`config.mk`:
```
export PLATFORM = sky130hd
export DESIGN_NAME = wkt_timer
export DESIGN_NICKNAME = d
export VERILOG_FILES = /design/src/wkt_pkg.sv /design/src/wkt_timer.sv
export SDC_FILE = /design/constraint.sdc
export NUM_CORES = 1
export LEC_CHECK = 0
export BUFFER_PORTS_ARGS = -buffer_cell sky130_fd_sc_hd__buf_2
export CAP_MARGIN = 25
export CORE_ASPECT_RATIO = 1.75
export CORE_MARGIN = 3
export CORE_UTILIZATION = 45
export DETAILED_ROUTE_END_ITERATION = 6
export PLACE_DENSITY_LB_ADDON = 0.12
export SLEW_MARGIN = 10
export SYNTH_ARGS = -nofsm -noshare
export SYNTH_HDL_FRONTEND = slang
export SYNTH_SLANG_ARGS = --single-unit
```
`constraint.sdc`:
```
create_clock -name clk_i -period 4.1 [get_ports clk_i]
set_input_delay 0.41 -clock clk_i [delete_from_list [all_inputs] [get_ports clk_i]]
set_output_delay 0.41 -clock clk_i [all_outputs]
set_load 0.01 [all_outputs]
```
`src/wkt_pkg.sv`:
```
// wake timer package: register map, field layout, timing counts
// assumes a 25 MHz system clock and a 32.768 kHz tick from one of two pins
package wkt_pkg;
  // register byte offsets on the 32-bit bus
  localparam logic [7:0] ADDR_CONFIG = 8'h00;
  localparam logic [7:0] ADDR_MANT_HIGH = 8'h04;
  localparam logic [7:0] ADDR_MANT_LOW = 8'h08;
  localparam logic [7:0] ADDR_EXP_STATE = 8'h0c;
  localparam logic [7:0] ADDR_DUTY_WIN = 8'h10;
  localparam logic [7:0] ADDR_IRQ_STATUS = 8'h14;
  localparam logic [7:0] ADDR_IRQ_CLEAR = 8'h18;
  localparam logic [7:0] ADDR_IRQ_ENABLE = 8'h1c;
  localparam logic [7:0] ADDR_CONTROL = 8'h20;
  localparam logic [7:0] ADDR_STATE = 8'h24;
  // config field positions, and the post-expiry state bit of the exponent register
  localparam int CFG_TIMER_EN = 0;
  localparam int CFG_BATT_EN = 1;
  localparam int CFG_DUTY_LO = 2;
  localparam int CFG_CAL_EN = 4;
  localparam int CFG_RECAL_LO = 5;
  localparam int EXP_SLEEP_BIT = 5;
  // control register fields
  localparam int CTL_CLK_SEL = 0;
  localparam int CTL_POWER_UP = 1;
  localparam int CTL_SHUTDOWN = 2;
  // status bits
  localparam int ST_EXPIRED = 0;
  localparam int ST_CAL_DONE = 1;
  localparam int ST_WINDOW_END = 2;
  localparam int NUM_ST = 3;
  // reset values
  localparam logic [7:0] RST_CONFIG = 8'h00;
  localparam logic [7:0] RST_MANT_HIGH = 8'h00;
  localparam logic [7:0] RST_MANT_LOW = 8'h01;
  localparam logic [7:0] RST_EXP_STATE = 8'h00;
  localparam logic [7:0] RST_DUTY_WIN = 8'h00;
  // one period unit is 4 ticks of 32 kHz, shifted by the exponent
  localparam int TICK_PER_UNIT = 4;
  localparam int XTAL_HZ = 30000000;
  localparam int SLOW_HZ = 32768;
  // calibration: count reference edges over a window of slow ticks
  localparam int CAL_TICKS = 16;
  localparam int XTAL_START_NS = 250000;
  localparam int CLK_NS = 40;
  localparam int XTAL_START_CYC = (XTAL_START_NS + CLK_NS - 1) / CLK_NS;
  localparam logic [31:0] CAL_EXPECT = 32'((64'(XTAL_HZ) * CAL_TICKS) / SLOW_HZ);
  // duty action codes
  localparam logic [1:0] DUTY_OFF = 2'h0;
  localparam logic [1:0] DUTY_RX = 2'h1;
  localparam logic [1:0] DUTY_TX = 2'h2;
  typedef enum logic [3:0] {
    CAL_IDLE = 4'b0001,
    CAL_XSTART = 4'b0010,
    CAL_MEASURE = 4'b0100,
    CAL_ADJUST = 4'b1000
  } wkt_cal_state_t;
  typedef struct packed {
    logic wake_rx;
    logic wake_tx;
    logic batt_meas;
    logic to_sleep;
    logic to_ready;
  } wkt_action_t;
endpackage : wkt_pkg

```
`src/wkt_timer.sv`:
```
// wake timer: 32 kHz period counter, rc recalibration, axi4-lite registers
// assumes slow clock pins are asynchronous to clk_i; ref pin toggles at xtal rate
// Notes on behaviour
// count from rc oscillator or 32 kHz crystal
// runs period when enable set, even asleep
// expiry drives active-low interrupt when enabled
// host confirms cause by reading status
// period equals mantissa times four times two^exp
// calibrate rc at power-up and shutdown exit; with the crystal selected the rc trim is left unchanged
// periodic recalibration only with enable, 3-bit interval
// calibration starts crystal, measures, adjusts rc; with the crystal selected it does not measure and leaves rc_trim_o unchanged
// battery measurement each interval when enabled
// duty select: off, rx wake, tx wake
// mantissa split across high and low bytes
// five-bit exponent plus post-expiry state bit
// duty window equals parameter times unit period
// expiry sets sticky flag, reloads, read clears
//
// The AXI4-Lite register port and the placing of the registers were left to the implementer.
module wkt_timer
  import wkt_pkg::*;
(
  // system
  input wire logic clk_i,
  input wire logic rst_i,
  // slow clock and crystal reference pins
  input wire logic rc_osc_i,
  input wire logic xtal32_i,
  input wire logic xtal_ref_i,
  // axi4-lite slave
  input wire logic [7:0] s_awaddr_i,
  input wire logic s_awvalid_i,
  output logic s_awready_o,
  input wire logic [31:0] s_wdata_i,
  input wire logic [3:0] s_wstrb_i,
  input wire logic s_wvalid_i,
  output logic s_wready_o,
  output logic [1:0] s_bresp_o,
  output logic s_bvalid_o,
  input wire logic s_bready_i,
  input wire logic [7:0] s_araddr_i,
  input wire logic s_arvalid_i,
  output logic s_arready_o,
  output logic [31:0] s_rdata_o,
  output logic [1:0] s_rresp_o,
  output logic s_rvalid_o,
  input wire logic s_rready_i,
  // chip side
  output logic interrupt_pin_n_o,
  output logic xtal_start_o,
  output logic [7:0] rc_trim_o,
  output wkt_action_t action_o,
  output logic duty_window_o
);

  ////////////////////////////////////////////////////////////////////////////
  // registers
  logic [7:0] cfg_q, mant_hi_q, mant_lo_q, exp_q, duty_q;
  logic [NUM_ST-1:0] status_q, irq_en_q;
  logic clk_sel_q;
  logic aw_hold_q, w_hold_q;
  logic [7:0] aw_addr_q;
  logic [31:0] w_data_q;
  logic [3:0] w_strb_q;
  logic do_write, rd_fire;
  logic power_up_req, shutdown_exit_req;
  logic [NUM_ST-1:0] st_set;

  function automatic logic mapped(input logic [7:0] a);
    return a inside {ADDR_CONFIG, ADDR_MANT_HIGH, ADDR_MANT_LOW, ADDR_EXP_STATE, ADDR_DUTY_WIN,
                     ADDR_IRQ_STATUS, ADDR_IRQ_CLEAR, ADDR_IRQ_ENABLE, ADDR_CONTROL, ADDR_STATE};
  endfunction : mapped

  wire logic aw_have = aw_hold_q | (s_awvalid_i & s_awready_o);
  wire logic w_have = w_hold_q | (s_wvalid_i & s_wready_o);
  wire logic [7:0] wa = aw_hold_q ? aw_addr_q : s_awaddr_i;
  wire logic [31:0] wd = w_hold_q ? w_data_q : s_wdata_i;
  wire logic [3:0] ws = w_hold_q ? w_strb_q : s_wstrb_i;
  assign do_write = aw_have & w_have & ~s_bvalid_o;

  // write channels may arrive in either order; hold one until the other comes
  always_ff @(posedge clk_i) begin
    if (rst_i) begin
      aw_hold_q <= 1'b0;
      w_hold_q <= 1'b0;
      aw_addr_q <= 8'h00;
      w_data_q <= 32'h0;
      w_strb_q <= 4'h0;
      s_awready_o <= 1'b0;
      s_wready_o <= 1'b0;
      s_bvalid_o <= 1'b0;
      s_bresp_o <= 2'h0;
    end else begin
      s_awready_o <= ~aw_hold_q & ~s_awready_o & ~s_bvalid_o & ~do_write;
      s_wready_o <= ~w_hold_q & ~s_wready_o & ~s_bvalid_o & ~do_write;
      if (s_awvalid_i & s_awready_o & ~do_write) begin
        aw_hold_q <= 1'b1;
        aw_addr_q <= s_awaddr_i;
      end
      if (s_wvalid_i & s_wready_o & ~do_write) begin
        w_hold_q <= 1'b1;
        w_data_q <= s_wdata_i;
        w_strb_q <= s_wstrb_i;
      end
      if (do_write) begin
        aw_hold_q <= 1'b0;
        w_hold_q <= 1'b0;
        s_bvalid_o <= 1'b1;
        s_bresp_o <= mapped(wa) ? 2'h0 : 2'h2;
      end else if (s_bready_i) begin
        s_bvalid_o <= 1'b0;
      end
    end
  end

  // direct write acceptance needs awready/wready high this cycle
  wire logic wr_ok = do_write & (aw_hold_q | s_awready_o) & (w_hold_q | s_wready_o);
  wire logic wr_lane0 = wr_ok & ws[0];

  always_ff @(posedge clk_i) begin
    if (rst_i) begin
      cfg_q <= RST_CONFIG;
      mant_hi_q <= RST_MANT_HIGH;
      mant_lo_q <= RST_MANT_LOW;
      exp_q <= RST_EXP_STATE;
      duty_q <= RST_DUTY_WIN;
      irq_en_q <= '0;
      clk_sel_q <= 1'b0;
    end else if (wr_lane0) begin
      unique case (wa)
        ADDR_CONFIG: cfg_q <= wd[7:0];
        ADDR_MANT_HIGH: mant_hi_q <= wd[7:0];
        ADDR_MANT_LOW: mant_lo_q <= wd[7:0];
        ADDR_EXP_STATE: exp_q <= {2'h0, wd[5:0]};
        ADDR_DUTY_WIN: duty_q <= wd[7:0];
        ADDR_IRQ_ENABLE: irq_en_q <= wd[NUM_ST-1:0];
        ADDR_CONTROL: clk_sel_q <= wd[CTL_CLK_SEL];
        default: ;
      endcase
    end
  end

  assign power_up_req = wr_lane0 & (wa == ADDR_CONTROL) & wd[CTL_POWER_UP];
  assign shutdown_exit_req = wr_lane0 & (wa == ADDR_CONTROL) & wd[CTL_SHUTDOWN];

  ////////////////////////////////////////////////////////////////////////////
  // read channel; a status read clears the flags it returned
  logic [31:0] rd_val;
  logic [NUM_ST-1:0] rd_clear;
  wkt_cal_state_t cal_q;
  logic running_q;
  assign rd_fire = s_arvalid_i & s_arready_o;

  always_comb begin
    unique case (s_araddr_i)
      ADDR_CONFIG: rd_val = {24'h0, cfg_q};
      ADDR_MANT_HIGH: rd_val = {24'h0, mant_hi_q};
      ADDR_MANT_LOW: rd_val = {24'h0, mant_lo_q};
      ADDR_EXP_STATE: rd_val = {24'h0, exp_q};
      ADDR_DUTY_WIN: rd_val = {24'h0, duty_q};
      ADDR_IRQ_STATUS: rd_val = {29'h0, status_q};
      ADDR_IRQ_ENABLE: rd_val = {29'h0, irq_en_q};
      ADDR_CONTROL: rd_val = {31'h0, clk_sel_q};
      ADDR_STATE: rd_val = {22'h0, rc_trim_o, cal_q == CAL_IDLE, running_q};
      default: rd_val = 32'h0;
    endcase
  end

  always_ff @(posedge clk_i) begin
    if (rst_i) begin
      s_arready_o <= 1'b0;
      s_rvalid_o <= 1'b0;
      s_rdata_o <= 32'h0;
      s_rresp_o <= 2'h0;
    end else begin
      s_arready_o <= ~s_arready_o & ~s_rvalid_o;
      if (rd_fire) begin
        s_rvalid_o <= 1'b1;
        s_rdata_o <= rd_val;
        s_rresp_o <= (mapped(s_araddr_i) && s_araddr_i != ADDR_IRQ_CLEAR) ? 2'h0 : 2'h2;
      end else if (s_rready_i) begin
        s_rvalid_o <= 1'b0;
      end
    end
  end

  // host confirms the cause here; set beats clear in the same cycle
  always_comb begin
    rd_clear = '0;
    if (rd_fire && s_araddr_i == ADDR_IRQ_STATUS) rd_clear = status_q;
    if (wr_lane0 && wa == ADDR_IRQ_CLEAR) rd_clear = rd_clear | wd[NUM_ST-1:0];
  end

  always_ff @(posedge clk_i) begin
    if (rst_i) status_q <= '0;
    else status_q <= (status_q & ~rd_clear) | st_set;
  end

  always_ff @(posedge clk_i) begin
    if (rst_i) interrupt_pin_n_o <= 1'b1;
    else interrupt_pin_n_o <= ~|(status_q & irq_en_q);
  end

  ////////////////////////////////////////////////////////////////////////////
  // pin synchronisers: three stages, change counted when stages 2 and 3 agree
  logic [2:0] rc_s_q, xt_s_q, ref_s_q;
  logic slow_lvl_q, ref_lvl_q, slow_tick, ref_tick;
  always_ff @(posedge clk_i) begin
    if (rst_i) begin
      rc_s_q <= 3'h0;
      xt_s_q <= 3'h0;
      ref_s_q <= 3'h0;
      slow_lvl_q <= 1'b0;
      ref_lvl_q <= 1'b0;
    end else begin
      rc_s_q <= {rc_s_q[1:0], rc_osc_i};
      xt_s_q <= {xt_s_q[1:0], xtal32_i};
      ref_s_q <= {ref_s_q[1:0], xtal_ref_i};
      if (clk_sel_q ? (xt_s_q[1] == xt_s_q[2]) : (rc_s_q[1] == rc_s_q[2]))
        slow_lvl_q <= clk_sel_q ? xt_s_q[2] : rc_s_q[2];
      if (ref_s_q[1] == ref_s_q[2]) ref_lvl_q <= ref_s_q[2];
    end
  end
  // rising edge of the chosen slow clock; the ref is above clk_i so it
  // is really a divided crystal monitor, limited to clk_i/4 by sampling
  assign slow_tick = (clk_sel_q ? (xt_s_q[1] & xt_s_q[2]) : (rc_s_q[1] & rc_s_q[2])) & ~slow_lvl_q;
  assign ref_tick = ref_s_q[1] & ref_s_q[2] & ~ref_lvl_q;

  ////////////////////////////////////////////////////////////////////////////
  // period counter: mantissa units of 4 * 2^exp slow ticks
  logic [36:0] unit_cnt_q;
  logic [15:0] mant_cnt_q, win_cnt_q;
  logic win_q;
  wire logic [15:0] mantissa = {mant_hi_q, mant_lo_q};
  wire logic [36:0] unit_len = 37'(TICK_PER_UNIT) << exp_q[4:0];
  wire logic unit_done = slow_tick && (unit_cnt_q + 37'h1 >= unit_len);
  wire logic expire = running_q && unit_done && (mant_cnt_q + 16'h1 >= mantissa);
  wire logic [1:0] duty_sel = cfg_q[CFG_DUTY_LO +: 2];

  always_ff @(posedge clk_i) begin
    if (rst_i) begin
      running_q <= 1'b0;
      unit_cnt_q <= '0;
      mant_cnt_q <= 16'h0;
    end else if (!cfg_q[CFG_TIMER_EN]) begin
      running_q <= 1'b0;
      unit_cnt_q <= '0;
      mant_cnt_q <= 16'h0;
    end else begin
      running_q <= 1'b1;
      if (running_q && slow_tick) begin
        unit_cnt_q <= unit_done ? '0 : unit_cnt_q + 37'h1;
        if (expire) mant_cnt_q <= 16'h0;
        else if (unit_done) mant_cnt_q <= mant_cnt_q + 16'h1;
      end
    end
  end

  // active window after a duty wake: duty_q units long; a stopped timer
  // closes it, since no unit would ever end it
  always_ff @(posedge clk_i) begin
    if (rst_i || !cfg_q[CFG_TIMER_EN]) begin
      win_q <= 1'b0;
      win_cnt_q <= 16'h0;
    end else if (expire && duty_sel != DUTY_OFF && duty_q != 8'h00) begin
      win_q <= 1'b1;
      win_cnt_q <= 16'h0;
    end else if (win_q && unit_done) begin
      if (win_cnt_q + 16'h1 >= {8'h00, duty_q}) win_q <= 1'b0;
      win_cnt_q <= win_cnt_q + 16'h1;
    end
  end
  assign duty_window_o = win_q;

  always_ff @(posedge clk_i) begin
    if (rst_i) action_o <= '0;
    else begin
      action_o.wake_rx <= expire && duty_sel == DUTY_RX;
      action_o.wake_tx <= expire && duty_sel == DUTY_TX;
      action_o.batt_meas <= expire && cfg_q[CFG_BATT_EN];
      action_o.to_sleep <= expire && exp_q[EXP_SLEEP_BIT];
      action_o.to_ready <= expire && !exp_q[EXP_SLEEP_BIT];
    end
  end

  ////////////////////////////////////////////////////////////////////////////
  // rc calibration
  logic [31:0] cal_cnt_q, recal_cnt_q;
  logic [15:0] cal_tick_q;
  wire logic [31:0] recal_len = 32'(SLOW_HZ) << cfg_q[CFG_RECAL_LO +: 3];
  wire logic recal_due = cfg_q[CFG_CAL_EN] && slow_tick && (recal_cnt_q + 32'h1 >= recal_len);
  wire logic cal_start = power_up_req | shutdown_exit_req | recal_due;

  always_ff @(posedge clk_i) begin
    if (rst_i || !cfg_q[CFG_CAL_EN] || recal_due) recal_cnt_q <= 32'h0;
    else if (slow_tick) recal_cnt_q <= recal_cnt_q + 32'h1;
  end

  always_ff @(posedge clk_i) begin
    if (rst_i) begin
      cal_q <= CAL_IDLE;
      cal_cnt_q <= 32'h0;
      cal_tick_q <= 16'h0;
      rc_trim_o <= 8'h80;
      xtal_start_o <= 1'b0;
    end else begin
      unique case (cal_q)
        CAL_IDLE: if (cal_start) begin
          cal_q <= CAL_XSTART;
          xtal_start_o <= 1'b1;
          cal_cnt_q <= 32'h0;
        end
        CAL_XSTART: begin
          cal_cnt_q <= cal_cnt_q + 32'h1;
          if (cal_cnt_q + 32'h1 >= 32'(XTAL_START_CYC)) begin
            cal_q <= CAL_MEASURE;
            cal_cnt_q <= 32'h0;
            cal_tick_q <= 16'h0;
          end
        end
        CAL_MEASURE: begin
          if (ref_tick) cal_cnt_q <= cal_cnt_q + 32'h1;
          if (slow_tick && !clk_sel_q) begin
            cal_tick_q <= cal_tick_q + 16'h1;
            if (cal_tick_q + 16'h1 >= 16'(CAL_TICKS)) cal_q <= CAL_ADJUST;
          end
          if (clk_sel_q) cal_q <= CAL_ADJUST;
        end
        CAL_ADJUST: begin
          // more ref edges than expected means rc too slow: raise trim
          if (!clk_sel_q && cal_cnt_q > CAL_EXPECT && rc_trim_o != 8'hff) rc_trim_o <= rc_trim_o + 8'h01;
          else if (!clk_sel_q && cal_cnt_q < CAL_EXPECT && rc_trim_o != 8'h00) rc_trim_o <= rc_trim_o - 8'h01;
          xtal_start_o <= 1'b0;
          cal_q <= CAL_IDLE;
        end
      endcase
    end
  end

  assign st_set[ST_EXPIRED] = expire;
  assign st_set[ST_CAL_DONE] = (cal_q == CAL_ADJUST);
  assign st_set[ST_WINDOW_END] = win_q && unit_done && (win_cnt_q + 16'h1 >= {8'h00, duty_q});
endmodule : wkt_timer

```
# ---- Word level (Yosys, flattened, before mapping)
# Index checks and enable logic that the tools add are counted.
dict set report word_totals {
  wordCells 247
  input_bits 62
  register_bits 286
}
dict set report op_classes {
  n_lt_le_gt_ge 8
  shifts 2
  addsub 8
  n_mux 39
  bitwise 47
  n_eq_ne 35
  reduce_logical 65
}
# op count
set op_table {}
lappend op_table {{two-way mux 32 bit} 3}
lappend op_table {{one-hot mux 32 bit (3 select lines)} 1}
lappend op_table {{one-hot mux 10 bit (9 select lines)} 1}
lappend op_table {{adder 32 x 1 -> 32 bit (second input constant)} 2}
lappend op_table {{== test 8 x 5 -> 1 bit (second input constant)} 8}
lappend op_table {{two-way mux 16 bit} 4}
lappend op_table {{adder 16 x 1 -> 16 bit (second input constant)} 3}
lappend op_table {{adder 37 x 1 -> 37 bit (second input constant)} 1}
lappend op_table {{greater-or-equal comparator 37 bit} 1}
lappend op_table {{two-way mux 37 bit} 1}
lappend op_table {{left shift 3 x 5 -> 37 bit (first input constant)} 1}
lappend op_table {{== test 8 x 4 -> 1 bit (second input constant)} 4}
lappend op_table {{== test 8 x 6 -> 1 bit (second input constant)} 4}
lappend op_table {{greater-or-equal comparator 32 x 13 -> 1 bit (second input constant)} 1}
lappend op_table {{greater-or-equal comparator 32 bit} 1}
lappend op_table {{greater-than comparator 32 x 14 -> 1 bit (second input constant)} 1}
lappend op_table {{less-than comparator 32 x 14 -> 1 bit (second input constant)} 1}
lappend op_table {{two-way mux 8 bit} 4}
lappend op_table {{one-hot mux 16 bit (2 select lines)} 1}
lappend op_table {{left shift 16 x 3 -> 32 bit (first input constant)} 1}
lappend op_table {{bitwise AND 1 bit} 25}
lappend op_table {{logical AND 1 bit} 23}
lappend op_table {{AND reduction 2 bit} 11}
lappend op_table {{two-way mux 4 bit} 5}
lappend op_table {{other kinds (38)} 96}

# ---- Depth between registers and ports, before layout
# Gate-level depths: netlist (run 1).
dict set report logic_depth {
  word_depth 13
  mapped_depth 21
}

# ---- Least setup slack after synthesis (run 1)
# OpenSTA, ideal clock, no wires.
dict set report synth_path {
  path_type {reg2reg}
  from {register recal_cnt_q[3]}
  to {register cal_cnt_q[18]}
  setup_slack_ns 0.186
  stages_incl_launch_ff 18
  period_less_slack_ns 3.914
  arrival_ns 3.793
  n_path_buf 1
  setup_ns 0.122
  cell_sequence {dfxtp_1 > and4_1 > nand3_1 > nor3_1 > nand3_1 > nor2_1 > and3_1 > xor2_1 > ha_1 > a21o_1 > a211o_1 > o221ai_1 > o2111ai_1 > o31a_1 > nor2_1 > nor2_1 > buf_2 > a221o_1}
}
dict set report synth_between {
  elab_chain_cells 6
}
# element line_no
set synth_lines {}
lappend synth_lines {{start: declaration} wkt_timer.sv:288} ;# logic [31:0] cal_cnt_q, recal_cnt_q;
lappend synth_lines {{start signal: assignment} wkt_timer.sv:296} ;# else if (slow_tick) recal_cnt_q <= recal_cnt_q + 32'h1;
lappend synth_lines {{adder 32 x 1 -> 32 bit} wkt_timer.sv:291} ;# wire logic recal_due = cfg_q[CFG_CAL_EN] && slow_tick && (recal_cnt_q + 32'h1 >= recal_len);
lappend synth_lines {{greater-or-equal comparator 32 bit} wkt_timer.sv:291}
lappend synth_lines {{logical AND 1 bit} wkt_timer.sv:291}
lappend synth_lines {{OR 1 bit} wkt_timer.sv:292} ;# wire logic cal_start = power_up_req | shutdown_exit_req | recal_due;
lappend synth_lines {{!= test 2 bit (no source line)} --}
lappend synth_lines {{AND reduction 3 bit (no source line)} --}
lappend synth_lines {{end signal: assignment} wkt_timer.sv:314} ;# cal_cnt_q <= cal_cnt_q + 32'h1;
lappend synth_lines {{end signal: assignment} wkt_timer.sv:322} ;# if (ref_tick) cal_cnt_q <= cal_cnt_q + 32'h1;
lappend synth_lines {{end: declaration} wkt_timer.sv:288}
# Every way passes these cells.
# A chain may end at the register's enable or synchronous reset.

# ---- Worst setup path after layout (run 1)
dict set report layout_path {
  from {register unit_cnt_q[0]}
  to {register win_cnt_q[5]}
}
dict set report layout_between {
  elab_chain_cells 8
  elab_cells_between_ends 9
  classes_between {add/sub (1); order compare (1); reduce/logical (7)}
}
# element line_no
set layout_lines {}
lappend layout_lines {{start: declaration} wkt_timer.sv:231} ;# logic [36:0] unit_cnt_q;
lappend layout_lines {{start signal: assignment} wkt_timer.sv:252} ;# unit_cnt_q <= unit_done ? '0 : unit_cnt_q + 37'h1;
lappend layout_lines {{adder 37 x 1 -> 37 bit *} wkt_timer.sv:236} ;# wire logic unit_done = slow_tick && (unit_cnt_q + 37'h1 >= unit_len);
lappend layout_lines {{greater-or-equal comparator 37 bit *} wkt_timer.sv:236}
lappend layout_lines {{logical AND 1 bit *} wkt_timer.sv:236}
lappend layout_lines {{logical AND 1 bit (2 in a row)} wkt_timer.sv:237} ;# wire logic expire = running_q && unit_done && (mant_cnt_q + 16'h1 >= mantissa);
lappend layout_lines {{logical AND 1 bit (2 in a row)} wkt_timer.sv:265} ;# end else if (expire && duty_sel != DUTY_OFF && duty_q != 8'h00) begin
lappend layout_lines {{OR reduction 2 bit (no source line)} --}
lappend layout_lines {{end signal: assignment} wkt_timer.sv:270} ;# win_cnt_q <= win_cnt_q + 16'h1;
lappend layout_lines {{end: declaration} wkt_timer.sv:232} ;# logic [15:0] mant_cnt_q, win_cnt_q;
# Mark *: on every way between the ends. The rest lies on a longest branch, timed or not.

==> impl_metrics.yaml, run 1 <==
power_and_ir_drop:
  combPwrFrac: 0.067
  p_sw_w: 0.00135
  pwr-share-clk: 0.470
  p_per_area_mw_per_mm2: 295
  p_sw_frac: 0.240
  p_int_w: 0.00427
  p_leak_nw: 7.38
  total_power_w: 0.00562
  p_seq_frac: 0.463
  max-vdd-ir-drop_mv: 0.283
drt:
  drc: 0
  vias: 15049
  routed_wirelength_um: 47400
  drt-initial-drc-count: 598
  vias_per_cell: 5.74
  drt_pass1_iterations: 5
  ant_nets: 0
  wire_per_inst_um: 18.1
layout:
  fill_cells: 3395
  drive_gt1_frac: 0.184
  area_growth_pct: 18.2
  fin_cells: 2624
  final_cell_area_mm2: 0.0190
  finalNetCount: 2282
critical_path:
  arrival_ns: 4.55
  crit_path_end_kind: "flip-flop"
  r2r_start: "unit_cnt_q[0]"
  worst_path_most_repeated_cell: "buf_6"
  rrSetupSlack_ns: 0.01
  critPathMaxFanout: 8
  rr_worst_depth: 22
  crit_chain: "buf_6, and4_4, and4_4, nand3_4, nor2_4, buf_6, nand4_1, xnor2_2, ha_1, nand4_1, nor4_2, buf_4, inv_2, o221ai_2, a21oi_2, o31ai_4, buf_12, buf_6, nand4b_1, nand2_2, clkbuf_16, nor2_1"
  cp_slowest_stage_delay_ns: 0.36
  worstSetupPathType: "reg2reg"
  worstReg2RegEnd: "win_cnt_q[5]"
  worstPathRequired_ns: 4.55
  cp-start-kind: "flip-flop"
  cp_slowest_cell: "dfxtp_2"
floorplanning:
  die_h_um: 256
  core-area_mm2: 0.0353
  die-width_um: 149
  start_util: 0.457
  dieArea_mm2: 0.0382
  rows: 91
  top_level_ports: 119
global_route:
  grt_usage: 0.240
  antenna_found_initial: 2
  grt_max_degree: 67
  grt_pass1_wl_um: 75900
  overflow: 0
  grt_pass1_vias: 15022
clocking:
  cts_sinks: 262
  clk_latency_ns: 0.56
  ctsRootBufferMaster: "clkbuf_16"
  cts_buffer_depth: 3
  ctsHtreeMaxLevel: 1
  clkTransAtPathRegs_ns: 0.07
  cts_made_buffers: 28
  cts_tree: "built"
timing:
  rsz0062_at_grt: "true"
  slew_viol_final: 0
  fin_crit_sh: 0.998
  skew_ns: 0.0148
  finalHoldViolations: 0
  period_minus_slack_ns: 4.09
  slew_headroom: 0.331
  setup_viol: 0
  worstMarginPinSlew_ns: 1.00
  fmax_mhz: 244
synthesis:
  yosysTopAreaCell: "dfxtp_1"
  async_flop_share: 0
  post-synth-top-count-cell: "dfxtp_1"
  syn-cell-area_mm2: 0.0161
  synth.distinct_cells: 94
  yosysTopAreaCellShare: 0.325
  synth_edf_count: 0
  syn_inst: 2000
  yosys_most_used_dff: "dfxtp_1"
  ys_warn_count: 0
  seq_area_frac_synth: 0.325
  synth.top_cells.by_count: "262 x dfxtp_1, 232 x nor2_1, 177 x nand2_1"
  synth_area_leaders: "dfxtp_1 33%, ha_1 6.4%, nor2_1 5.4%"
  synth-seq-cells: 262
  syn_avg_cell_area_um2: 8.06
place:
  dp_hpwl_um: 35100
  place_area_mm2: 0.0176
  portBuffers: 67
  gp_congestion: 0.890
  placed_cells: 2560
job:
  max_cap_viol_count: 0
status:
  outcome: "finished, final reports clean"
worst_hold_path:
  hold_start: "xtal_ref_i"
  hold_end: "ref_s_q[0]"
  hold_path_depth: 2
  hp-class: "in2reg"
cells by family after synthesis:
kind of cell    share of synthesized area
xor+xnor                           0.0739
compound gates                      0.172
mux                                0.0319
flops                               0.325
other cells                      0.000233
fa+ha+maj                          0.0657
simple gates                        0.274
buf+inv                            0.0565
cell usage in the layout, fill, tap and decap left out, drive strengths merged, types with 61 or more instances in the layout:
| cell | netlist | routed |
|---|---|---|
| nor2 | 233 | 233 |
| ha | 83 | 83 |
| xnor2 | 61 | 61 |
| nor3 | 68 | 68 |
| dfxtp | 262 | 262 |
| nand3 | 104 | 104 |
| nand2 | 179 | 179 |
| xor2 | 75 | 75 |
| buf | 69 | 222 |
| o21ai | 71 | 71 |
| a21oi | 105 | 105 |
state kept, by name, indices dropped and copies added, names as in the netlist, 5 cells and up:
| register | cells |
|---|---|
| mant_lo_q | 8 |
| recal_cnt_q | 32 |
| win_cnt_q | 16 |
| cal_tick_q | 16 |
| mant_hi_q | 8 |
| duty_q | 8 |
| rc_trim_o | 8 |
| s_rdata_o | 10 |
| cfg_q | 8 |
| w_data_q | 8 |
| exp_q | 6 |
| cal_cnt_q | 32 |
| action_o | 5 |
| aw_addr_q | 8 |
| mant_cnt_q | 16 |
| unit_cnt_q | 37 |
per-layer routing:
layer  global-route usage  part of all wire  up-vias
met3               0.0272             0.033      138
met4                0.127             0.054        2
li1                     -                 -     7457
met1                0.253              0.38     7155
met2                0.457              0.54      297
met5                    0           0.00027        -
power groups by stage:
| stage | logic, W | clock network [W] | registers, W |
|---|---|---|---|
| detailed placement | 0.000357 | 0 | 0.00266 |
| CTS | 0.000368 | 0.00271 | 0.00260 |
| global route | 0.000409 | 0.00280 | 0.00260 |
| floorplan | 0.000223 | 0 | 0.00265 |
| finish | 0.000377 | 0.00264 | 0.00260 |
| global placement | 0.000352 | 0 | 0.00266 |
metrics by stage:
| stage | setup TNS [ns] | worst slack [ns] | hold slack, ns | util |
|---|---|---|---|---|
| after floorplan | 0 | 0.186 | 0.414 | - |
| after global placement | -4.31 | -0.151 | 0.420 | 0.499 |
| after detailed placement | -7.48 | -0.216 | 0.431 | 0.499 |
| after CTS | 0 | 0.000522 | 0.0504 | 0.530 |
| after global routing | -3.39 | -0.167 | 0.0994 | 0.540 |
| final | 0 | 0.00966 | 0.0729 | 0.540 |
timing repair:
item	4_1_cts	5_1_grt
endpoints found under the setup margin	83	103
setup buffers	2	11
resized for setup	30	64
hold buffers	0	0
pin swaps	10	28
cloned	0	2
critical path: cells and delay by family (launching register included):
kind	cells	cell delay, ns
AND/OR/NAND/NOR	10	1.67
adder cells (fa/ha/maj)	1	0.30
AO/OA/AOI/OAI	3	0.58
buffers and inverters	7	0.89
XOR/XNOR	1	0.18
flip-flops	1	0.36
how the worst max path moves through the flow:
stage | start | to | slack [ns] | cells after the start
6_report | unit_cnt_q[0] | win_cnt_q[5] | 0.01 | 22
5_1_grt | unit_cnt_q[0] | win_cnt_q[1] | -0.17 | 22
3_3_place_gp | unit_cnt_q[0] | unit_cnt_q[5] | -0.15 | 19
2_1_floorplan | recal_cnt_q[3] | cal_cnt_q[18] | 0.19 | 17
3_5_place_dp | unit_cnt_q[1] | unit_cnt_q[17] | -0.22 | 23
4_1_cts | recal_cnt_q[6] | cal_q[1] | 0.0005 | 18
layout make-up:
type                       count  area, µm²  share of cell area
multi-input combinational   1565      10400               0.546
sequential                   262       5250               0.276
tap                          465        582              0.0305
clock buffer                  39        833              0.0437
antenna                        1       2.50            0.000131
timing repair buffer         224       1660              0.0870
clock inverter                13        123             0.00644
inverter                      55        206              0.0108
(Power assumes the default switching activity.)
==> run 2: changes to the inputs <==
- ABC_AREA: unset -> 1
==> impl_metrics.yaml, run 2 <==
synthesis:
  synth.distinct_cells: 55
  yosysTopAreaCellShare: 0.316
  syn_inst: 2563
  synth-seq-cells: 262
  synth_edf_count: 0
  post-synth-top-count-cell: "nand2_1"
  async_flop_share: 0
  synth_area_leaders: "dfxtp_1 32%, nand2_1 14%, nor2_1 8.4%"
  syn_avg_cell_area_um2: 6.47
  seq_area_frac_synth: 0.316
  synth.top_cells.by_count: "640 x nand2_1, 373 x nor2_1, 294 x inv_1"
  syn-cell-area_mm2: 0.0166
  ys_warn_count: 0
  yosys_most_used_dff: "dfxtp_1"
  yosysTopAreaCell: "dfxtp_1"
critical_path:
  worstSetupPathType: "reg2reg"
  cp_slowest_stage_delay_ns: 0.38
  rr_worst_depth: 22
  critPathMaxFanout: 8
  cp-start-kind: "flip-flop"
  r2r_start: "unit_cnt_q[0]"
  crit_chain: "inv_1, nor3_4, nand2_2, nor2_2, nand3_1, nor3_4, nor3b_1, xor2_1, ha_1, nand4_1, nor2_1, nand3_1, o211ai_1, inv_1, nand2_1, nand2_2, nand2_4, buf_4, nor2_4, clkbuf_16, nand2_1, a21oi_1"
  cp_slowest_cell: "dfxtp_2"
  crit_path_end_kind: "flip-flop"
  rrSetupSlack_ns: 0.24
  worst-path-buf-inv: 4
  arrival_ns: 4.34
  worstReg2RegEnd: "unit_cnt_q[22]"
  worstPathRequired_ns: 4.58
  cp_top_family: "simple AND/OR/NAND/NOR gates"
timing:
  skew_ns: 0.00970
  finalHoldViolations: 0
  setup_viol: 0
  worstMarginPinSlew_ns: 1.02
  period_minus_slack_ns: 3.86
  fin_crit_sh: 0.942
  slew_headroom: 0.315
  fmax_mhz: 259
  slew_viol_final: 0
drt:
  routed_wirelength_um: 50400
  drt_pass1_iterations: 5
  drt-initial-drc-count: 723
  vias: 16378
  wire_per_inst_um: 16.1
  drc: 0
  vias_per_cell: 5.23
  ant_nets: 0
layout:
  fin_util: 0.515
  diodes: 0
  final_cell_area_mm2: 0.0187
  area_growth_pct: 12.5
  layout_common_cells: "637 x nand2_1, 372 x nor2_1, 293 x inv_1"
  ff_latch_area_mm2: 0.00525
  top_register: "unit_cnt_q"
  largest_register_ff_count: 37
  finalNetCount: 2786
  drive_gt1_frac: 0.0898
  multiInputGateArea_mm2: 0.00980
  reg_top3: "unit_cnt_q x37, cal_cnt_q x32, recal_cnt_q x32"
  layout_commonest_cell: "nand2_1"
  fill_cells: 3785
floorplanning:
  die-width_um: 151
  top_level_ports: 119
  die_h_um: 260
  core-area_mm2: 0.0363
  dieArea_mm2: 0.0393
  start_util: 0.458
  rows: 92
global_route:
  grt_pass1_wl_um: 79100
  overflow: 0
  grt_usage: 0.250
  grt_pass1_vias: 15934
  antenna_found_initial: 2
  grt_max_degree: 95
place:
  place_area_mm2: 0.0174
  gp_congestion: 0.969
  portBuffers: 67
  dp_hpwl_um: 38000
worst_hold_path:
  hp-class: "in2reg"
  hold_end: "ref_s_q[0]"
  hold_start: "xtal_ref_i"
  hold_path_depth: 3
clocking:
  ctsRootBufferMaster: "clkbuf_16"
  clkTransAtPathRegs_ns: 0.07
  cts_made_buffers: 29
  cts_buffer_depth: 3
  ctsHtreeMaxLevel: 1
  cts_sinks: 262
  clk_latency_ns: 0.56
  cts_tree: "built"
power_and_ir_drop:
  combPwrFrac: 0.188
  p_leak_nw: 7.77
  p_sw_frac: 0.311
  pwr-share-clk: 0.404
  p_int_w: 0.00490
  max-vdd-ir-drop_mv: 0.375
  p_seq_frac: 0.408
  p_per_area_mw_per_mm2: 381
  p_sw_w: 0.00221
job:
  max_cap_viol_count: 0
status:
  outcome: "finished, final reports clean"
run 2: cell types whose count changed in the layout (fill, tap and decap cells not counted), moves of 46 or more:
cell | previous run | this run
nor2_1 | 209 | 372
a21oi_1 | 102 | 180
inv_1 | 53 | 293
nand3_1 | 97 | 146
nand2_1 | 175 | 637
o21ai_0 | 60 | 124
buf_4 | 143 | 48
mux2i_1 | 48 | 2
run 2: cells by family after synthesis:
logic type      after synthesis  synth area share
buf+inv                     405             0.103
fa+ha+maj                    84            0.0638
flops                       262             0.316
other cells                   1          0.000226
simple gates               1346             0.345
xor+xnor                     94            0.0496
mux                           2           0.00121
compound gates              369             0.120
run 2: power by group through the flow:
stage	Clock [W]	Sequential, W	Combinational (W)
floorplan	0	0.00289	0.00107
global placement	0	0.00295	0.00129
detailed placement	0	0.00295	0.00133
CTS	0.00295	0.00289	0.00133
global route	0.00303	0.00292	0.00155
finish	0.00287	0.00290	0.00133
run 2: worst max-delay path by stage:
| stage | depth (start not counted) | to | start | slack, ns |
|---|---|---|---|---|
| 6_report | 22 | unit_cnt_q[22] | unit_cnt_q[0] | 0.24 |
| 4_1_cts | 23 | unit_cnt_q[12] | unit_cnt_q[1] | 0.18 |
| 3_5_place_dp | 23 | unit_cnt_q[22] | unit_cnt_q[1] | 0.24 |
| 3_3_place_gp | 22 | status_q[2] | unit_cnt_q[1] | 0.28 |
| 2_1_floorplan | 21 | win_cnt_q[12] | unit_cnt_q[0] | 0.76 |
| 5_1_grt | 25 | unit_cnt_q[33] | unit_cnt_q[0] | -0.03 |
run 2: through the flow:
step	setup TNS (ns)	hold slack (ns)	setup WS, ns	instances	power (W)
floorplan	0	0.388	0.764	2586	0.00396
global placement	0	0.396	0.278	3069	0.00424
detailed placement	0	0.398	0.239	3070	0.00427
CTS	0	0.0266	0.181	3122	0.00717
global route	-0.328	0.0434	-0.0264	3131	0.00751
finish	0	0.0506	0.237	3131	0.00711
run 2: tightest hold or removal path, cell delays in order:
cell and delay, ns:
buf_2 0.08, inv_1 0.03, nor2_1 0.06
run 2: what timing repair did:
action | 4_1_cts | 5_1_grt
resized for setup | 0 | 22
hold buffers | 0 | 0
setup endpoints to repair | 0 | 69
setup buffers | 0 | 4
run 2: layout make-up:
| class | instances | area share |
|---|---|---|
| clock buffer | 37 | 0.0426 |
| clock inverter | 15 | 0.0129 |
| inverter | 305 | 0.0614 |
| multi-input combinational | 1920 | 0.525 |
| sequential | 262 | 0.281 |
| tap | 470 | 0.0315 |
| timing repair buffer | 122 | 0.0449 |
run 2: per-layer routing:
metal / vias up / global-route usage / share of wire
li1: 8403 / - / -
met2: 347 / 0.487 / 0.54
met1: 7472 / 0.246 / 0.36
met4: 4 / 0.140 / 0.062
met5: - / 0 / 0.00052
met3: 152 / 0.0328 / 0.040
